$ cat src/hdl/src_defines.svh
/*
  timing counts and code points for the reclocker control block.
  assumes a 100 MHz ref_clk_i.
*/
`ifndef SRC_DEFINES_SVH
`define SRC_DEFINES_SVH

// ==========================================
// rate selector codes
`define SRC_RATE_AUTO      2'h0
`define SRC_RATE_SD        2'h1
`define SRC_RATE_HD        2'h2
`define SRC_RATE_RSVD      2'h3

// ==========================================
// measured rate classes from the detector
`define SRC_MEAS_NONE      3'h0
`define SRC_MEAS_270       3'h1
`define SRC_MEAS_1483      3'h2
`define SRC_MEAS_1485      3'h3
`define SRC_MEAS_2967      3'h4
`define SRC_MEAS_2970      3'h5
`define SRC_MEAS_OTHER     3'h6
`define SRC_MEAS_HARMONIC  3'h7

// ==========================================
// timing
`define SRC_CLK_PERIOD_NS  10
`define SRC_LOCK_QUAL_NS   320
`define SRC_LOCK_QUAL_CYC  ((`SRC_LOCK_QUAL_NS + `SRC_CLK_PERIOD_NS - 1) / `SRC_CLK_PERIOD_NS)
`define SRC_CNT_W          6

`endif

$ cat src/hdl/src_pkg.sv
/*
  types for the reclocker control block.
  assumes src_defines.svh is on the include path.
*/
package src_pkg;

  // ==========================================
  // controls from the pins
  typedef struct packed {
    logic [1:0] rate_sel;
    logic       bypass_force;
    logic       mute_n;
    logic       second_out_clock_select;
  } src_ctrl_t;

  // ==========================================
  // status from the analog loop
  typedef struct packed {
    logic       activity;
    logic       pll_locked;
    logic [2:0] meas_rate;
  } src_loop_t;

  // ==========================================
  // lock qualifier states
  typedef enum logic [1:0] {
    SRC_UNLOCKED,
    SRC_QUALIFY,
    SRC_LOCKED
  } src_lock_state_t;

endpackage : src_pkg

$ cat src/hdl/src_reclock_ctrl.sv
/*
  control and output selection for a serial video reclocker: rate mode,
  lock qualify, bypass, mute and second-output mode.
  assumes the analog loop reports activity, lock and a measured rate class,
  and the serial streams pass through as sampled levels on ref_clk_i.
*/
// Function
// - retime only at the five supported rates
// - never report lock on a harmonic
// - odd rates stay unlocked, auto bypass
// - rate code 00 auto, 01 SD, 10 HD/3G
// - undriven rate selector reads low
// - DVB-ASI works in SD or auto mode
// - second output select high gives clock
// - undriven second output select reads low
// - mute low silences both outputs
// - mute overrides bypass and lock
// - undriven mute input reads high
// - muted output holds opposite legs
// - bypass with clock mode mutes second output
// - clock invalid on unsupported rate bypass
// - forced bypass passes raw data
// - auto bypass when unlocked or unsupported
// - forced bypass holds lock indicator low
// - undriven bypass input reads low
// - lock only with activity and locked loop
// - mute tied to lock mutes when unlocked
`timescale 1ns/1ps
`include "src_defines.svh"

module src_reclock_ctrl (
  // clock and reset
  input  wire logic              ref_clk_i,
  input  wire logic              nrst_i,
  // control pins, undriven pins resolve through board pulls
  input  wire src_pkg::src_ctrl_t ctrl_i,
  // analog loop status
  input  wire src_pkg::src_loop_t loop_i,
  // serial streams
  input  wire logic              serial_in_pair_i,
  input  wire logic              retimed_data_i,
  input  wire logic              recovered_clk_i,
  // outputs
  output logic [1:0]             primary_serial_out_o,
  output logic [1:0]             second_out_clock_or_data_o,
  output logic                   lock_indicator_o,
  output logic                   bypass_active_o,
  output logic                   second_clock_invalid_o,
  // rate mode fed to the loop
  output logic [1:0]             rate_mode_o
);

  // ==========================================
  // synchronised controls
  localparam int CW = $bits(src_pkg::src_ctrl_t);
  // reset value: rate auto, no bypass, unmuted, data mode
  localparam logic [CW-1:0] CTRL_RST = {`SRC_RATE_AUTO, 1'b0, 1'b1, 1'b0};

  src_pkg::src_ctrl_t ctrl_s;
  src_pkg::src_loop_t loop_s;

  src_sync3 #(
    .W       (CW),
    .RST_VAL (CTRL_RST)
  ) u_sync_ctrl (
    .ref_clk_i (ref_clk_i),
    .nrst_i    (nrst_i),
    .async_i   (ctrl_i),
    .sync_o    (ctrl_s)
  );

  src_sync3 #(
    .W       ($bits(src_pkg::src_loop_t)),
    .RST_VAL ('0)
  ) u_sync_loop (
    .ref_clk_i (ref_clk_i),
    .nrst_i    (nrst_i),
    .async_i   (loop_i),
    .sync_o    (loop_s)
  );

  // ==========================================
  // rate acceptance
  function automatic logic rate_ok(input logic [1:0] mode, input logic [2:0] meas);
    logic sd;
    logic hd;
    sd = (meas == `SRC_MEAS_270);
    hd = (meas == `SRC_MEAS_1483) || (meas == `SRC_MEAS_1485) ||
         (meas == `SRC_MEAS_2967) || (meas == `SRC_MEAS_2970);
    unique case (mode)
      `SRC_RATE_AUTO: rate_ok = sd || hd;
      `SRC_RATE_SD:   rate_ok = sd;
      `SRC_RATE_HD:   rate_ok = hd;
      default:        rate_ok = 1'b0;
    endcase
  endfunction : rate_ok

  logic mode_rate_ok;
  assign mode_rate_ok = rate_ok(ctrl_s.rate_sel, loop_s.meas_rate);

  // ==========================================
  // lock qualifier
  src_pkg::src_lock_state_t  lock_st_r;
  logic [`SRC_CNT_W-1:0]     qual_cnt_r;
  logic                      lock_cond;

  // harmonic and odd rate classes never pass rate_ok
  assign lock_cond = loop_s.activity && loop_s.pll_locked && mode_rate_ok
                     && !ctrl_s.bypass_force;

  always_ff @(posedge ref_clk_i) begin
    if (!nrst_i) begin
      lock_st_r  <= src_pkg::SRC_UNLOCKED;
      qual_cnt_r <= '0;
    end else begin
      unique case (lock_st_r)
        src_pkg::SRC_UNLOCKED: begin
          qual_cnt_r <= '0;
          if (lock_cond) begin
            lock_st_r <= src_pkg::SRC_QUALIFY;
          end
        end
        src_pkg::SRC_QUALIFY: begin
          if (!lock_cond) begin
            lock_st_r <= src_pkg::SRC_UNLOCKED;
          end else if (qual_cnt_r == `SRC_CNT_W'(`SRC_LOCK_QUAL_CYC - 1)) begin
            lock_st_r <= src_pkg::SRC_LOCKED;
          end else begin
            qual_cnt_r <= qual_cnt_r + `SRC_CNT_W'(1);
          end
        end
        src_pkg::SRC_LOCKED: begin
          if (!lock_cond) begin
            lock_st_r <= src_pkg::SRC_UNLOCKED;
          end
        end
        default: lock_st_r <= src_pkg::SRC_UNLOCKED;
      endcase
    end
  end

  logic locked;
  assign locked = (lock_st_r == src_pkg::SRC_LOCKED) && lock_cond;

  // ==========================================
  // path selection
  logic bypass;
  logic muted;
  logic second_mute;
  logic data_bit;

  assign bypass      = ctrl_s.bypass_force || !locked;
  assign muted       = !ctrl_s.mute_n;
  assign second_mute = muted || (bypass && ctrl_s.second_out_clock_select);
  assign data_bit    = bypass ? serial_in_pair_i : retimed_data_i;

  // ==========================================
  // output registers
  always_ff @(posedge ref_clk_i) begin
    if (!nrst_i) begin
      primary_serial_out_o <= 2'h1;
    end else if (muted) begin
      primary_serial_out_o <= 2'h1;
    end else begin
      primary_serial_out_o <= {data_bit, !data_bit};
    end
  end

  always_ff @(posedge ref_clk_i) begin
    if (!nrst_i) begin
      second_out_clock_or_data_o <= 2'h1;
    end else if (second_mute) begin
      second_out_clock_or_data_o <= 2'h1;
    end else if (ctrl_s.second_out_clock_select) begin
      second_out_clock_or_data_o <= {recovered_clk_i, !recovered_clk_i};
    end else begin
      second_out_clock_or_data_o <= {data_bit, !data_bit};
    end
  end

  always_ff @(posedge ref_clk_i) begin
    if (!nrst_i) begin
      lock_indicator_o       <= 1'b0;
      bypass_active_o        <= 1'b1;
      second_clock_invalid_o <= 1'b0;
      rate_mode_o            <= `SRC_RATE_AUTO;
    end else begin
      lock_indicator_o       <= locked;
      bypass_active_o        <= bypass;
      // clock unusable when auto bypass runs on an unsupported rate
      second_clock_invalid_o <= ctrl_s.second_out_clock_select && !ctrl_s.bypass_force
                                && !mode_rate_ok;
      rate_mode_o            <= ctrl_s.rate_sel;
    end
  end

endmodule : src_reclock_ctrl

$ cat src/hdl/src_sync3.sv
/*
  three-stage synchroniser with agreement filter for a bundle of pin levels.
  assumes one clock; reset value given as a parameter.
*/
`timescale 1ns/1ps

module src_sync3 #(
  parameter int         W         = 1,
  parameter logic [W-1:0] RST_VAL = '0
) (
  // clock and reset
  input  wire logic         ref_clk_i,
  input  wire logic         nrst_i,
  // levels
  input  wire logic [W-1:0] async_i,
  output logic      [W-1:0] sync_o
);

  logic [W-1:0] s1_r;
  logic [W-1:0] s2_r;
  logic [W-1:0] s3_r;

  always_ff @(posedge ref_clk_i) begin
    if (!nrst_i) begin
      s1_r <= RST_VAL;
      s2_r <= RST_VAL;
      s3_r <= RST_VAL;
    end else begin
      s1_r <= async_i;
      s2_r <= s1_r;
      s3_r <= s2_r;
    end
  end

  // a change counts once stages two and three agree
  genvar g;
  generate
    for (g = 0; g < W; g++) begin : g_bit
      always_ff @(posedge ref_clk_i) begin
        if (!nrst_i) begin
          sync_o[g] <= RST_VAL[g];
        end else if (s2_r[g] == s3_r[g]) begin
          sync_o[g] <= s3_r[g];
        end
      end
    end
  endgenerate

endmodule : src_sync3

$ cat config.mk
export PLATFORM = sky130hd
export DESIGN_NAME = src_reclock_ctrl
export DESIGN_NICKNAME = d
export VERILOG_FILES = /design/src/hdl/src_pkg.sv /design/src/hdl/src_reclock_ctrl.sv /design/src/hdl/src_sync3.sv
export VERILOG_INCLUDE_DIRS = /design/src /design/src/hdl
export SDC_FILE = /design/constraint.sdc
export NUM_CORES = 1
export LEC_CHECK = 0
export BUFFER_PORTS_ARGS = -buffer_cell sky130_fd_sc_hd__buf_4
export CAP_MARGIN = 20
export CORE_ASPECT_RATIO = 1.75
export CORE_UTILIZATION = 29
export DETAILED_ROUTE_END_ITERATION = 16
export GPL_TIMING_DRIVEN = 0
export PLACE_DENSITY = 0.41
export REMOVE_ABC_BUFFERS = 1
export SLEW_MARGIN = 10
export SYNTH_ARGS = -nofsm -noshare
export SYNTH_HDL_FRONTEND = slang
export SYNTH_SLANG_ARGS = --single-unit
export TNS_END_PERCENT = 5
$ cat constraint.sdc
create_clock -name ref_clk_i -period 1.86 [get_ports ref_clk_i]
set_input_delay 0.372 -clock ref_clk_i [delete_from_list [all_inputs] [get_ports ref_clk_i]]
set_output_delay 0.372 -clock ref_clk_i [all_outputs]
set_load 0.01 [all_outputs]
### Word level (Yosys, flattened, before mapping)

Cells that the tools add are included.

* bits in registers: 57
* input bits: 15
* output and inout bits: 9

* multiplexer cells: 11
* add/sub/neg operators: 1
* eq/ne operators: 25
* bitwise operators: 1
* reductions and logical operators: 26

Operator list (number)
* $mux 6: 2
* $pmux 6 s2: 1
* $eq 1x1->1: 10
* $mux 2: 5
* $ne 2x2->1 const B: 4
* $logic_and 1x1->1: 7
* $add 6x1->6 const B: 1
* $eq 3x2->1 const B: 2
* $eq 3x3->1 const B: 2
* $eq 6x5->1 const B: 1
* $logic_not 1->1: 6
* $logic_or 1x1->1: 6
* $pmux 2 s3: 1
* $reduce_and 3->1: 2
* $eq 2x1->1 const B: 2
* $eq 2x2->1 const B: 2
* $logic_not 2->1: 2
* $eq 3x1->1 const B: 1
* $ne 3x3->1 const B: 1
* $pmux 1 s3: 1
* $reduce_and 2->1: 1
* $reduce_bool 2->1: 1
* $reduce_or 2->1: 1
* $mux 1: 1
* $not 1->1: 1

### Longest topological paths before layout

Gate-level depths: netlist of run 1.

* depth after elaboration: 14
* gate-level depth with buffers: 5
* depth with buffers taken out: 5

### By module

Synthesis of run 1 repeated with hierarchy kept, for this count alone.

* cells, all modules: 189
* area total of the unflattened synthesis: 2033.2 um2

By module, submodules not included
* src_reclock_ctrl: area an instance 825.8 um2, times used 1, cells each 85, sequential area each 340.3 um2
* src_sync3 at u_sync_loop: area an instance 606.8 um2, times used 1, cells each 52, sequential area each 400.4 um2
* src_sync3 at u_sync_ctrl: area an instance 600.6 um2, times used 1, cells each 52, sequential area each 400.4 um2

### Worst setup path after synthesis of run 1

Ideal clock, no wire load.

* path type: reg2reg
* from: register qual_cnt_r[0]
* to: register qual_cnt_r[1]
* required time: 1.790 ns
* data arrival time: 1.362 ns
* period minus slack after synthesis: 1.432 ns
* path slack: 0.428 ns
* cell stages (with the launch flop): 6
* setup time: 0.070 ns
* cell sequence: dfxtp_1 > ha_1 > nand2b_1 > o21bai_1 > or4_1 > a21boi_1

* word-level cells in the longest chain between the ends: 4

RTL lines
* start, declared: RTL line src_reclock_ctrl.sv:104 `` logic [`SRC_CNT_W-1:0] qual_cnt_r; ``
* start signal, assigned: RTL line src_reclock_ctrl.sv:129 `` qual_cnt_r <= qual_cnt_r + `SRC_CNT_W'(1); ``
* $add 6x1->6: RTL line src_reclock_ctrl.sv:129
* $mux 6: RTL line src_reclock_ctrl.sv:126 `` end else if (qual_cnt_r == `SRC_CNT_W'(`SRC_LOCK_QUAL_CYC - 1)) begin ``
* $mux 6: RTL line src_reclock_ctrl.sv:124 `if (!lock_cond) begin`
* $pmux 6 s2: RTL line src_reclock_ctrl.sv:116 `unique case (lock_st_r)`

Several ways; a longest one is shown, not always the timed one. The select of a mux whose other input is x is not followed.
A chain may end at the register's enable or synchronous reset.

### Worst setup path in the final report of run 1

* from: register u_sync_ctrl.sync_o[4]
* to: register qual_cnt_r[1]

* word-level cells in the longest chain between the ends: 6

RTL lines
* start, declared: RTL line src_sync3.sv:16 `output logic [W-1:0] sync_o`
* start signal, assigned by index: RTL line src_sync3.sv:41 `sync_o[g] <= RST_VAL[g];`
* start signal, assigned by index: RTL line src_sync3.sv:43 `sync_o[g] <= s3_r[g];`
* $eq 2x2->1 (tied with other cells): RTL line src_reclock_ctrl.sv:90 `unique case (mode)`
* $pmux 1 s3 *: RTL line src_reclock_ctrl.sv:90
* $logic_and 1x1->1 *: RTL line src_reclock_ctrl.sv:108 `assign lock_cond = loop_s.activity && loop_s.pll_locked && mode_rate_ok`
* $logic_and 1x1->1 *: RTL line src_reclock_ctrl.sv:109 `&& !ctrl_s.bypass_force;`
* $ne 2x2->1 (no source line) *
* $reduce_and 3->1 (no source line) *

Mark *: on every way between the ends. The rest lies on a longest branch, timed or not.

==> out/metrics.cfg, run 1 <==
[global_routing]
gr-usage-all-layers_pct = 11.1
grt_util_met3_pct = 4.57
grt_max_degree = 56
grt_pass1_wl_mm = 6.04
grt_use_met2_pct = 18.4
antenna_found_initial = 0
grt_pass1_vias = 1463
met1_usage_pct = 11.0
overflow = 0
grt_busiest_layer = met2

[logic_synthesis]
synth-seq-cells = 57
synth.avg_cell_area_sq_um = 9.98
ys_seq_area_share_pct = 56.6
synth.distinct_cells = 37
async_flop_share_pct = 0
post-synth-top-count-cell = dfxtp_1
synthCells = 202
synth_area_leaders = dfxtp_1 (57%), and2_1 (9.6%), a21boi_0 (3.4%)
synth_top_area_cell = dfxtp_1
yosys_most_used_dff = dfxtp_1
synth_area_sq_um = 2020
synth.top_cell.area_share_pct = 56.6
yosysWarnings = 0
synthTopCellsByCount = dfxtp_1 (57), and2_1 (31), nand2_1 (18)
synth-edff-count = 0

[sta]
setup_viol = 0
period_share_pct = 88.1
rsz0062_at_grt = no
fin_worst_skew_ps = 3.28
min_period_ps = 1640
worst_pin_slew_ps = 585
max_slew_margin_pct = 61.0
slew_violations = 0
hold_viol = 0
fmax_ghz = 0.611

[critical_path]
end_kind = flip-flop
cp-start-kind = flip-flop
path_max_fanout = 8
cp.required_ps = 2110
path_class = flip-flop to flip-flop
crit_arrival_ps = 1880

[die]
coreArea_sq_um = 6640
die-area_sq_um = 7300
ios = 24
start_util_pct = 30.4
rows = 39
dieHeight_um = 112
die_x_um = 65.0

[clock_tree]
cts_root_buffer = clkbuf_16
cts_inserted_buffers = 9
clock_path_buffers = 2
cts_setup_buffers = 0
ctsHoldBuffers = 0
cts_tree = built
insertion_delay_ps = 320
cts_resized = 0
clock_sinks = 57
htreeDepth = 3
clk_pin_slew_worst_paths_ps = 50

[final_layout]
num_antenna_cells = 0
fin_cells = 314
fin_util_pct = 37.7
area_growth_pct = 24.2
layout-drive-gt1-share_pct = 16.8
final_area_sq_um = 2500
fin_nets = 243

[placement]
port-buffer-count = 23
gp_congestion = 0.727
placed_area_sq_um = 2250
placed_cells = 298
dp_hpwl_mm = 2.46

[route]
drc = 0
ant_nets = 0
dr.pass1.iters = 4
wl_mm = 3.56
drt_iter0_drc = 81
routed_via_density = 4.59
wl_per_cell_um = 11.3
dr_total_vias = 1442

[power]
power_density_nw_per_um2 = 1090
pwr-share-seq_pct = 46.5
power_frac_comb_pct = 2.8
irDropWorstVdd_mv = 0.508
power_frac_clock_pct = 50.7
leakage_uw = 0.000932
p_sw_share_pct = 19.7
switching_power_uw = 537
p_int_uw = 2190
power_uw = 2720

[worst_hold_path]
min_path_type = primary input to flip-flop

[status]
outcome = finished clean

[job]
cap_violations = 0

## final timing paths
path	start	endpoint	slack [ps]	cells after the start
max reg2reg	u_sync_ctrl.sync_o[4]	qual_cnt_r[1]	220	5
max	u_sync_ctrl.sync_o[4]	qual_cnt_r[1]	220	5
min	ctrl_i[1]	u_sync_ctrl.s1_r[1]	240	2
min reg2reg	u_sync_ctrl.s1_r[1]	u_sync_ctrl.s2_r[1]	410	1
## cells in the final DEF, fill, tap and decap left out, types with 3 or more instances in the layout
master	n
clkbuf_1	3
o21ai_0	12
and2_1	31
buf_4	23
nand2b_1	8
o31ai_1	4
or4_1	3
clkinv_2	4
nand2_1	18
nand3_1	7
nor3_1	4
o21a_1	3
a21boi_0	9
nand3b_1	3
clkbuf_16	9
dfxtp_1	57
nor4_1	4
nor2_1	3
## final cells by class
type / count / area [sq um]
Clock buffer: 12 / 236
Clock inverter: 4 / 20.0
Fill cell: 706 / 4130
Inverter: 2 / 7.51
Multi-Input combinational cell: 133 / 818
Sequential cell: 57 / 1140
Tap cell: 82 / 103
Timing Repair Buffer: 24 / 178
## sequential cells by signal, indices dropped and copies added, names as in the netlist
| signal | cells |
|---|---|
| u_sync_ctrl.sync_o | 5 |
| u_sync_ctrl.s1_r | 5 |
| lock_st_r | 2 |
| u_sync_ctrl.s3_r | 5 |
| u_sync_loop.s2_r | 5 |
| lock_indicator_o | 1 |
| u_sync_loop.s3_r | 5 |
| u_sync_loop.sync_o | 5 |
| qual_cnt_r | 6 |
| primary_serial_out_o | 2 |
| rate_mode_o | 2 |
| u_sync_ctrl.s2_r | 5 |
| second_clock_invalid_o | 1 |
| bypass_active_o | 1 |
| u_sync_loop.s1_r | 5 |
| second_out_clock_or_data_o | 2 |
## cells by family after synthesis
group                    Yosys count  share of synthesized area, %
adder cells (fa/ha/maj)            1                         0.621
AO/OA/AOI/OAI                     41                          13.5
buffers and inverters             12                          2.79
flip-flops                        57                          56.6
AND/OR/NAND/NOR                   89                          25.5
multiplexers                       2                         0.993
## routing by layer
metal,part of all wire [%],wire (um)
met1,40,1420
met2,52,1860
met3,4.9,173
met4,2.7,97
met5,0,0
## power groups by stage
stage	clock network, uW	logic, uW	registers, uW
final	1380	76.0	1270
after CTS	1440	78.3	1270
after global routing	1510	84.7	1270
after floorplan	0	27.9	1290
after global placement	0	75.4	1290
after detailed placement	0	77.8	1290
## stage by stage
| step | setup WS (ps) | hold slack, ps | setup TNS, ps |
|---|---|---|---|
| 2_1_floorplan | 133 | 386 | 0 |
| 3_3_place_gp | -240 | 389 | -671 |
| 3_5_place_dp | 213 | 400 | 0 |
| 4_1_cts | 196 | 221 | 0 |
| 5_1_grt | 89.7 | 235 | 0 |
| 6_report | 222 | 237 | 0 |
## worst max-delay path: stages (launching register included)
cell and delay [ps]:
dfxtp_1 330, nor3b_2 220, o31ai_1 150, buf_2 200, or4_1 520, a21boi_1 140
No activity file was read; power rests on OpenSTA's default activity.
==> inputs of run 2 (changes only) <==
--- a/config.mk
+++ b/config.mk
@@ -14,8 +14,7 @@
 export GPL_TIMING_DRIVEN = 0
 export PLACE_DENSITY = 0.41
 export REMOVE_ABC_BUFFERS = 1
-export SLEW_MARGIN = 10
+export SETUP_SLACK_MARGIN = 0.4
 export SYNTH_ARGS = -nofsm -noshare
 export SYNTH_HDL_FRONTEND = slang
 export SYNTH_SLANG_ARGS = --single-unit
-export TNS_END_PERCENT = 5
==> run 2 against run 1 <==
Sequential power barely moved. Register-to-register slack improved by 140 ps. Hold slack improved by 3.7 ps. Cell count is 1.9% higher. Critical path type unchanged. Largest cell class unchanged. Non-clock buffer count up 5. Clock power is essentially flat. Flip-flop and latch count did not move. Global-route usage up 0.25 points. Sequential share of layout area fell by 2.3 points. Highest routed layer unchanged. Critical path depth did not move.
==> out/metrics.cfg, run 2 (synthesized netlist as in run 1, its figures left out) <==
[sta]
worst_pin_slew_ps = 433  ; -152 ps
fmax_ghz = 0.669  ; +9.6%
slew_violations = 0  ; unchanged
rsz0062_at_grt = yes
fin_hold_ws_ps = 240  ; +3.72 ps
fin_worst_skew_ps = 3.29  ; +0.00919 ps
setup_ws_ps = 365  ; +143 ps
tns_ps = 0  ; unchanged
min_period_ps = 1490  ; -143 ps
max_slew_margin_pct = 71.0  ; +10 points
period_share_pct = 80.4  ; -7.7 points
setup_viol = 0  ; unchanged
hold_viol = 0  ; unchanged

[route]
drc = 0  ; unchanged
dr.pass1.iters = 4  ; unchanged
routed_via_density = 4.76  ; +3.6%
wl_per_cell_um = 12.2  ; +8.0%
ant_nets = 0  ; unchanged
dr_total_vias = 1522  ; +5.5%
drt_iter0_drc = 75  ; -7.4%
wl_mm = 3.91  ; +10%

[final_layout]
layout-drive-gt1-share_pct = 27.3  ; +11 points
final_area_sq_um = 2660  ; +6.3%
fin_nets = 249  ; +2.5%
largest_register = qual_cnt_r
num_antenna_cells = 0  ; unchanged
mostFrequentLayoutCells = dfxtp_1 (50), and2_1 (31), buf_4 (28)
area_growth_pct = 32.1
largest_register_ffs = 6  ; unchanged
mostFrequentLayoutCell = dfxtp_1
nFillCells = 691  ; -2.1%
fin_util_pct = 40.1  ; +2.4 points

[global_routing]
grt_pass1_vias = 1455  ; -0.55%
antenna_found_initial = 0  ; unchanged
gr-usage-all-layers_pct = 11.4  ; +0.25 points
grt_max_degree = 56  ; unchanged
grt_pass1_wl_mm = 6.15  ; +1.9%
overflow = 0  ; unchanged

[power]
irDropWorstVdd_mv = 0.685  ; +35%
p_int_uw = 2190  ; about the same
power_frac_comb_pct = 2.9  ; about the same
switching_power_uw = 528  ; -1.8%
p_sw_share_pct = 19.4  ; -0.28 points
power_density_nw_per_um2 = 1020  ; -6.3%
power_frac_clock_pct = 50.5  ; -0.2 points
leakage_uw = 0.000981  ; +5.3%
pwr-share-seq_pct = 46.6  ; about the same

[die]
start_util_pct = 30.4  ; unchanged
coreArea_sq_um = 6640  ; unchanged
die_x_um = 65.0  ; unchanged
rows = 39  ; unchanged
dieHeight_um = 112  ; unchanged
ios = 24  ; unchanged
die-area_sq_um = 7300  ; unchanged

[critical_path]
path_class = flip-flop to flip-flop
cp.required_ps = 2100  ; about the same
cp-start-kind = flip-flop
path_max_fanout = 8  ; unchanged
end_kind = flip-flop
crit_arrival_ps = 1740  ; -140 ps

[placement]
placed_area_sq_um = 2250  ; unchanged
dp_slack_ps = 213  ; -0.170 ps
dp_hpwl_mm = 2.47  ; +0.35%
port-buffer-count = 23  ; unchanged
gp_congestion = 0.727  ; unchanged

[job]
cap_violations = 0  ; unchanged

[clock_tree]
clk_pin_slew_worst_paths_ps = 50  ; about the same
clock_sinks = 57  ; unchanged
cts_tree = built
insertion_delay_ps = 310  ; about the same
cts_root_buffer = clkbuf_16
cts_inserted_buffers = 9  ; unchanged
htreeDepth = 3  ; unchanged
clock_path_buffers = 2  ; unchanged

[status]
outcome = finished clean

[worst_hold_path]
min_path_type = primary input to flip-flop

## run 2: cell count changes in the layout (fill, tap and decap cells not counted), sizes merged
cell / before / now
buf: 24 / 29
or2: 1 / 2
## run 2: layout make-up
class / count / area, sq um / area share, %
Clock buffer: 12 / 236 / 8.88
Timing Repair Buffer: 29 / 221 / 8.32
Multi-Input combinational cell: 134 / 922 / 34.6
Sequential cell: 57 / 1150 / 43.3
Inverter: 2 / 7.51 / 0.282
Clock inverter: 4 / 20.0 / 0.752
Tap cell: 82 / 103 / 3.85
## run 2: routing by layer
layer	share of wire [%]	vias up	GRT usage (%)
met3	4.3	2	4.78
met2	55	36	19.1
met1	40	724	10.9
li1	-	760	-
met5	0	-	0
met4	0.97	0	7.97
## run 2: worst max-delay path: stages (launching register included)
cell and delay, ps:
dfxtp_2 340, nor3b_4 260, o31ai_4 80, buf_6 150
or4_1 460, a21boi_1 130
## run 2: power groups by stage
| stage | sequential, uW | clock [uW] | combinational [uW] |
|---|---|---|---|
| 6_report | 1270 | 1370 | 79.9 |
| 5_1_grt | 1270 | 1500 | 89.0 |
| 4_1_cts | 1270 | 1430 | 80.7 |
| 3_5_place_dp | 1290 | 0 | 77.8 |
| 3_3_place_gp | 1290 | 0 | 75.4 |
| 2_1_floorplan | 1290 | 0 | 27.9 |
## run 2: per-stage QoR
stage                     power [uW]  cells
final                           2720    320
after global routing            2850    320
after CTS                       2780    318
after detailed placement        1370    298
after global placement          1360    297
after floorplan                 1320    192
## run 2: repair_timing
action,CTS,global route
setup endpoints to repair,8,8
cloned,0,1
pin swaps,8,5
hold buffers,0,0
resized for setup,15,13
buffers inserted,4,1
## run 2: worst paths after layout
kind | slack, ps | startpoint | end | cells after the start
setup / recovery | 370 | u_sync_ctrl.sync_o[4] | qual_cnt_r[4] | 5
hold / removal | 240 | ctrl_i[1] | u_sync_ctrl.s1_r[1] | 2
setup reg to reg | 370 | u_sync_ctrl.sync_o[4] | qual_cnt_r[4] | 5
hold reg to reg | 410 | u_sync_ctrl.s1_r[1] | u_sync_ctrl.s2_r[1] | 1
==> inputs of run 3 (changes only) <==
--- a/config.mk
+++ b/config.mk
@@ -12,7 +12,7 @@
 export CORE_UTILIZATION = 29
 export DETAILED_ROUTE_END_ITERATION = 16
 export GPL_TIMING_DRIVEN = 0
-export PLACE_DENSITY = 0.41
+export PLACE_DENSITY = 0.43
 export REMOVE_ABC_BUFFERS = 1
 export SETUP_SLACK_MARGIN = 0.4
 export SYNTH_ARGS = -nofsm -noshare
==> constraint.sdc (replaced) <==
create_clock -name ref_clk_i -period 1.25 [get_ports ref_clk_i]
set_input_delay 0.25 -clock ref_clk_i [delete_from_list [all_inputs] [get_ports ref_clk_i]]
set_output_delay 0.25 -clock ref_clk_i [all_outputs]
set_load 0.01 [all_outputs]
==> run 3 against run 2 <==
The flow now finishes with violations (setup timing). Cell count rose by 1.9%. Final area is 8.2% higher. Non-clock buffer count is 6 higher. Sequential power increased by 48%. Clock skew increased by 0.83 ps. Power rose by 64%. Global-route usage rose by 0.57 points.
==> out/metrics.cfg, run 3 (synthesized netlist as in run 1, its figures left out) <==
[worst_hold_path]
min_from = ctrl_i[1]
holdPathStages = 2  ; unchanged
min_path_type = primary input to flip-flop
min_to = u_sync_ctrl.s1_r[1]

[die]
rows = 39  ; unchanged
dieHeight_um = 112  ; unchanged
coreArea_sq_um = 6640  ; unchanged
start_util_pct = 30.4  ; unchanged
die-area_sq_um = 7300  ; unchanged
ios = 24  ; unchanged
die_x_um = 65.0  ; unchanged

[final_layout]
num_antenna_cells = 0  ; unchanged
fin_cells = 326  ; +1.9%
mostFrequentLayoutCells = dfxtp_1 (38), and2_1 (31), buf_4 (22)
nFillCells = 694  ; +0.43%
area_growth_pct = 42.9
largest_register_ffs = 6  ; unchanged
mostFrequentLayoutCell = dfxtp_1
fin_nets = 255  ; +2.4%
largest_register = qual_cnt_r
layout-drive-gt1-share_pct = 39.3  ; +12 points

[clock_tree]
ctsHoldBuffers = 0  ; unchanged
htreeDepth = 3  ; unchanged
clock_path_buffers = 2  ; unchanged
insertion_delay_ps = 320  ; about the same
clock_sinks = 57  ; unchanged
clk_pin_slew_worst_paths_ps = 50  ; about the same
cts_tree = built
cts_inserted_buffers = 9  ; unchanged
cts_root_buffer = clkbuf_16

[route]
wl_per_cell_um = 11.9  ; -2.7%
routed_via_density = 4.69  ; -1.4%
dr_total_vias = 1529  ; +0.46%
drc = 0  ; unchanged
wl_met1_mm = 1.63  ; +4.4%
drt_iter0_drc = 62  ; -17%
wl_met2_mm = 2.00  ; -6.6%
dr.pass1.iters = 6  ; +2
ant_nets = 0  ; unchanged
wl_mm = 3.88  ; -0.84%
wl_met3_um = 150  ; -11%
highest_layer = met4

[critical_path]
path_class = flip-flop to flip-flop
end_kind = flip-flop
r2r-start = u_sync_ctrl.sync_o[4]
rrSetupSlack_ps = -260  ; -620 ps
worstReg2RegEnd = qual_cnt_r[4]
crit_arrival_ps = 1760  ; +20 ps
path_max_fanout = 7  ; -1
cp-start-kind = flip-flop
cp.required_ps = 1510  ; -590 ps
rr_worst_depth = 5  ; unchanged

[sta]
setup_ws_ps = -257  ; -622 ps
fin_hold_ws_ps = 110  ; -130 ps
setup_viol = 15  ; +15
worst_pin_slew_ps = 462  ; +29.2 ps
rsz0062_at_grt = yes
slew_violations = 0  ; unchanged
period_share_pct = 121  ; +40 points
fin_worst_skew_ps = 4.12  ; +0.833 ps
hold_viol = 0  ; unchanged
fmax_ghz = 0.664  ; -0.81%
max_slew_margin_pct = 69.2  ; -1.8 points
min_period_ps = 1510  ; +12.2 ps

[power]
switching_power_uw = 909  ; +72%
pwr-share-seq_pct = 42.3  ; -4.3 points
p_int_uw = 3530  ; +61%
power_frac_comb_pct = 2.8  ; about the same
leakage_uw = 0.00107  ; +9.1%
irDropWorstVdd_mv = 0.912  ; +33%
power_density_nw_per_um2 = 1540  ; +51%
power_frac_clock_pct = 54.9  ; +4.4 points
p_sw_share_pct = 20.5  ; +1.0 points

[status]
violations = setup timing
outcome = finished, violations left

[global_routing]
grt_max_degree = 56  ; unchanged
antenna_found_initial = 0  ; unchanged
overflow = 0  ; unchanged
gr-usage-all-layers_pct = 11.9  ; +0.57 points
grt_pass1_vias = 1559  ; +7.1%
grt_pass1_wl_mm = 6.57  ; +6.7%

[placement]
placed_cells = 298  ; unchanged
gp_congestion = 0.682  ; -6.2%
dp_hpwl_mm = 2.36  ; -4.5%
dp_slack_ps = -413  ; -625 ps
port-buffer-count = 23  ; unchanged

[job]
cap_violations = 0  ; unchanged

## run 3: cell types whose count changed in the layout (fill, tap and decap cells not counted), moves of 3 or more
cell	previous run	this run
buf_6	1	13
dfxtp_1	50	38
dfxtp_2	6	16
buf_4	28	22
clkbuf_1	3	0
clkinv_2	4	1
clkinvlp_4	0	3
o21ai_0	12	9
## run 3: metal layers
| layer | vias up | GRT usage, % |
|---|---|---|
| met1 | 727 | 11.6 |
| met4 | 0 | 6.96 |
| met3 | 8 | 4.78 |
| li1 | 769 | - |
| met2 | 25 | 20.8 |
| met5 | - | 0 |
## run 3: critical path, stage by stage (launching register included)
cell	delay, ps
dfxtp_4	350
nor3b_4	240
o31ai_4	90
buf_6	150
or4_4	480
a21boi_2	140
## run 3: how the worst max path moves through the flow
| stage | startpoint | end | slack (ps) | cells after the start |
|---|---|---|---|---|
| floorplan | u_sync_loop.sync_o[2] | second_out_clock_or_data_o[1] | -480 | 4 |
| global placement | u_sync_loop.sync_o[2] | second_out_clock_or_data_o[1] | -940 | 4 |
| detailed placement | u_sync_ctrl.sync_o[4] | qual_cnt_r[0] | -410 | 5 |
| CTS | u_sync_loop.sync_o[2] | qual_cnt_r[4] | -260 | 5 |
| global route | u_sync_loop.sync_o[2] | qual_cnt_r[5] | -310 | 6 |
| finish | u_sync_ctrl.sync_o[4] | qual_cnt_r[4] | -260 | 5 |
## run 3: through the flow
stage	instance area, sq um	TNS [ps]	utilization (%)	total power (uW)
finish	2880	-2860	43.4	4440
global route	2880	-3760	43.4	4610
CTS	2750	-2370	41.4	4510
detailed placement	2250	-3350	33.9	2040
global placement	2240	-7300	33.8	2030
floorplan	1970	-2820	-	1960
## run 3: cell type report
type | count | area [sq um] | area share [%]
repair buffers | 35 | 312 | 10.8
inverters | 2 | 7.51 | 0.261
clock buffers | 10 | 239 | 8.30
well taps | 82 | 103 | 3.56
flip-flops and latches | 57 | 1170 | 40.7
clock inverters | 6 | 66.3 | 2.30
multi-input cells | 134 | 981 | 34.1
## run 3: what timing repair did
| action | 4_1_cts | 5_1_grt |
|---|---|---|
| pin swaps | 12 | 5 |
| endpoints found under the setup margin | 24 | 26 |
| buffers inserted | 5 | 6 |
| gates resized for setup | 45 | 26 |
| gates cloned | 0 | 1 |
## run 3: power groups by stage
stage               Combinational, uW  Sequential (uW)  Clock [uW]
floorplan                        41.5             1920           0
global placement                  114             1920           0
detailed placement                115             1920           0
CTS                               126             1880        2510
global route                      142             1880        2590
finish                            126             1880        2440
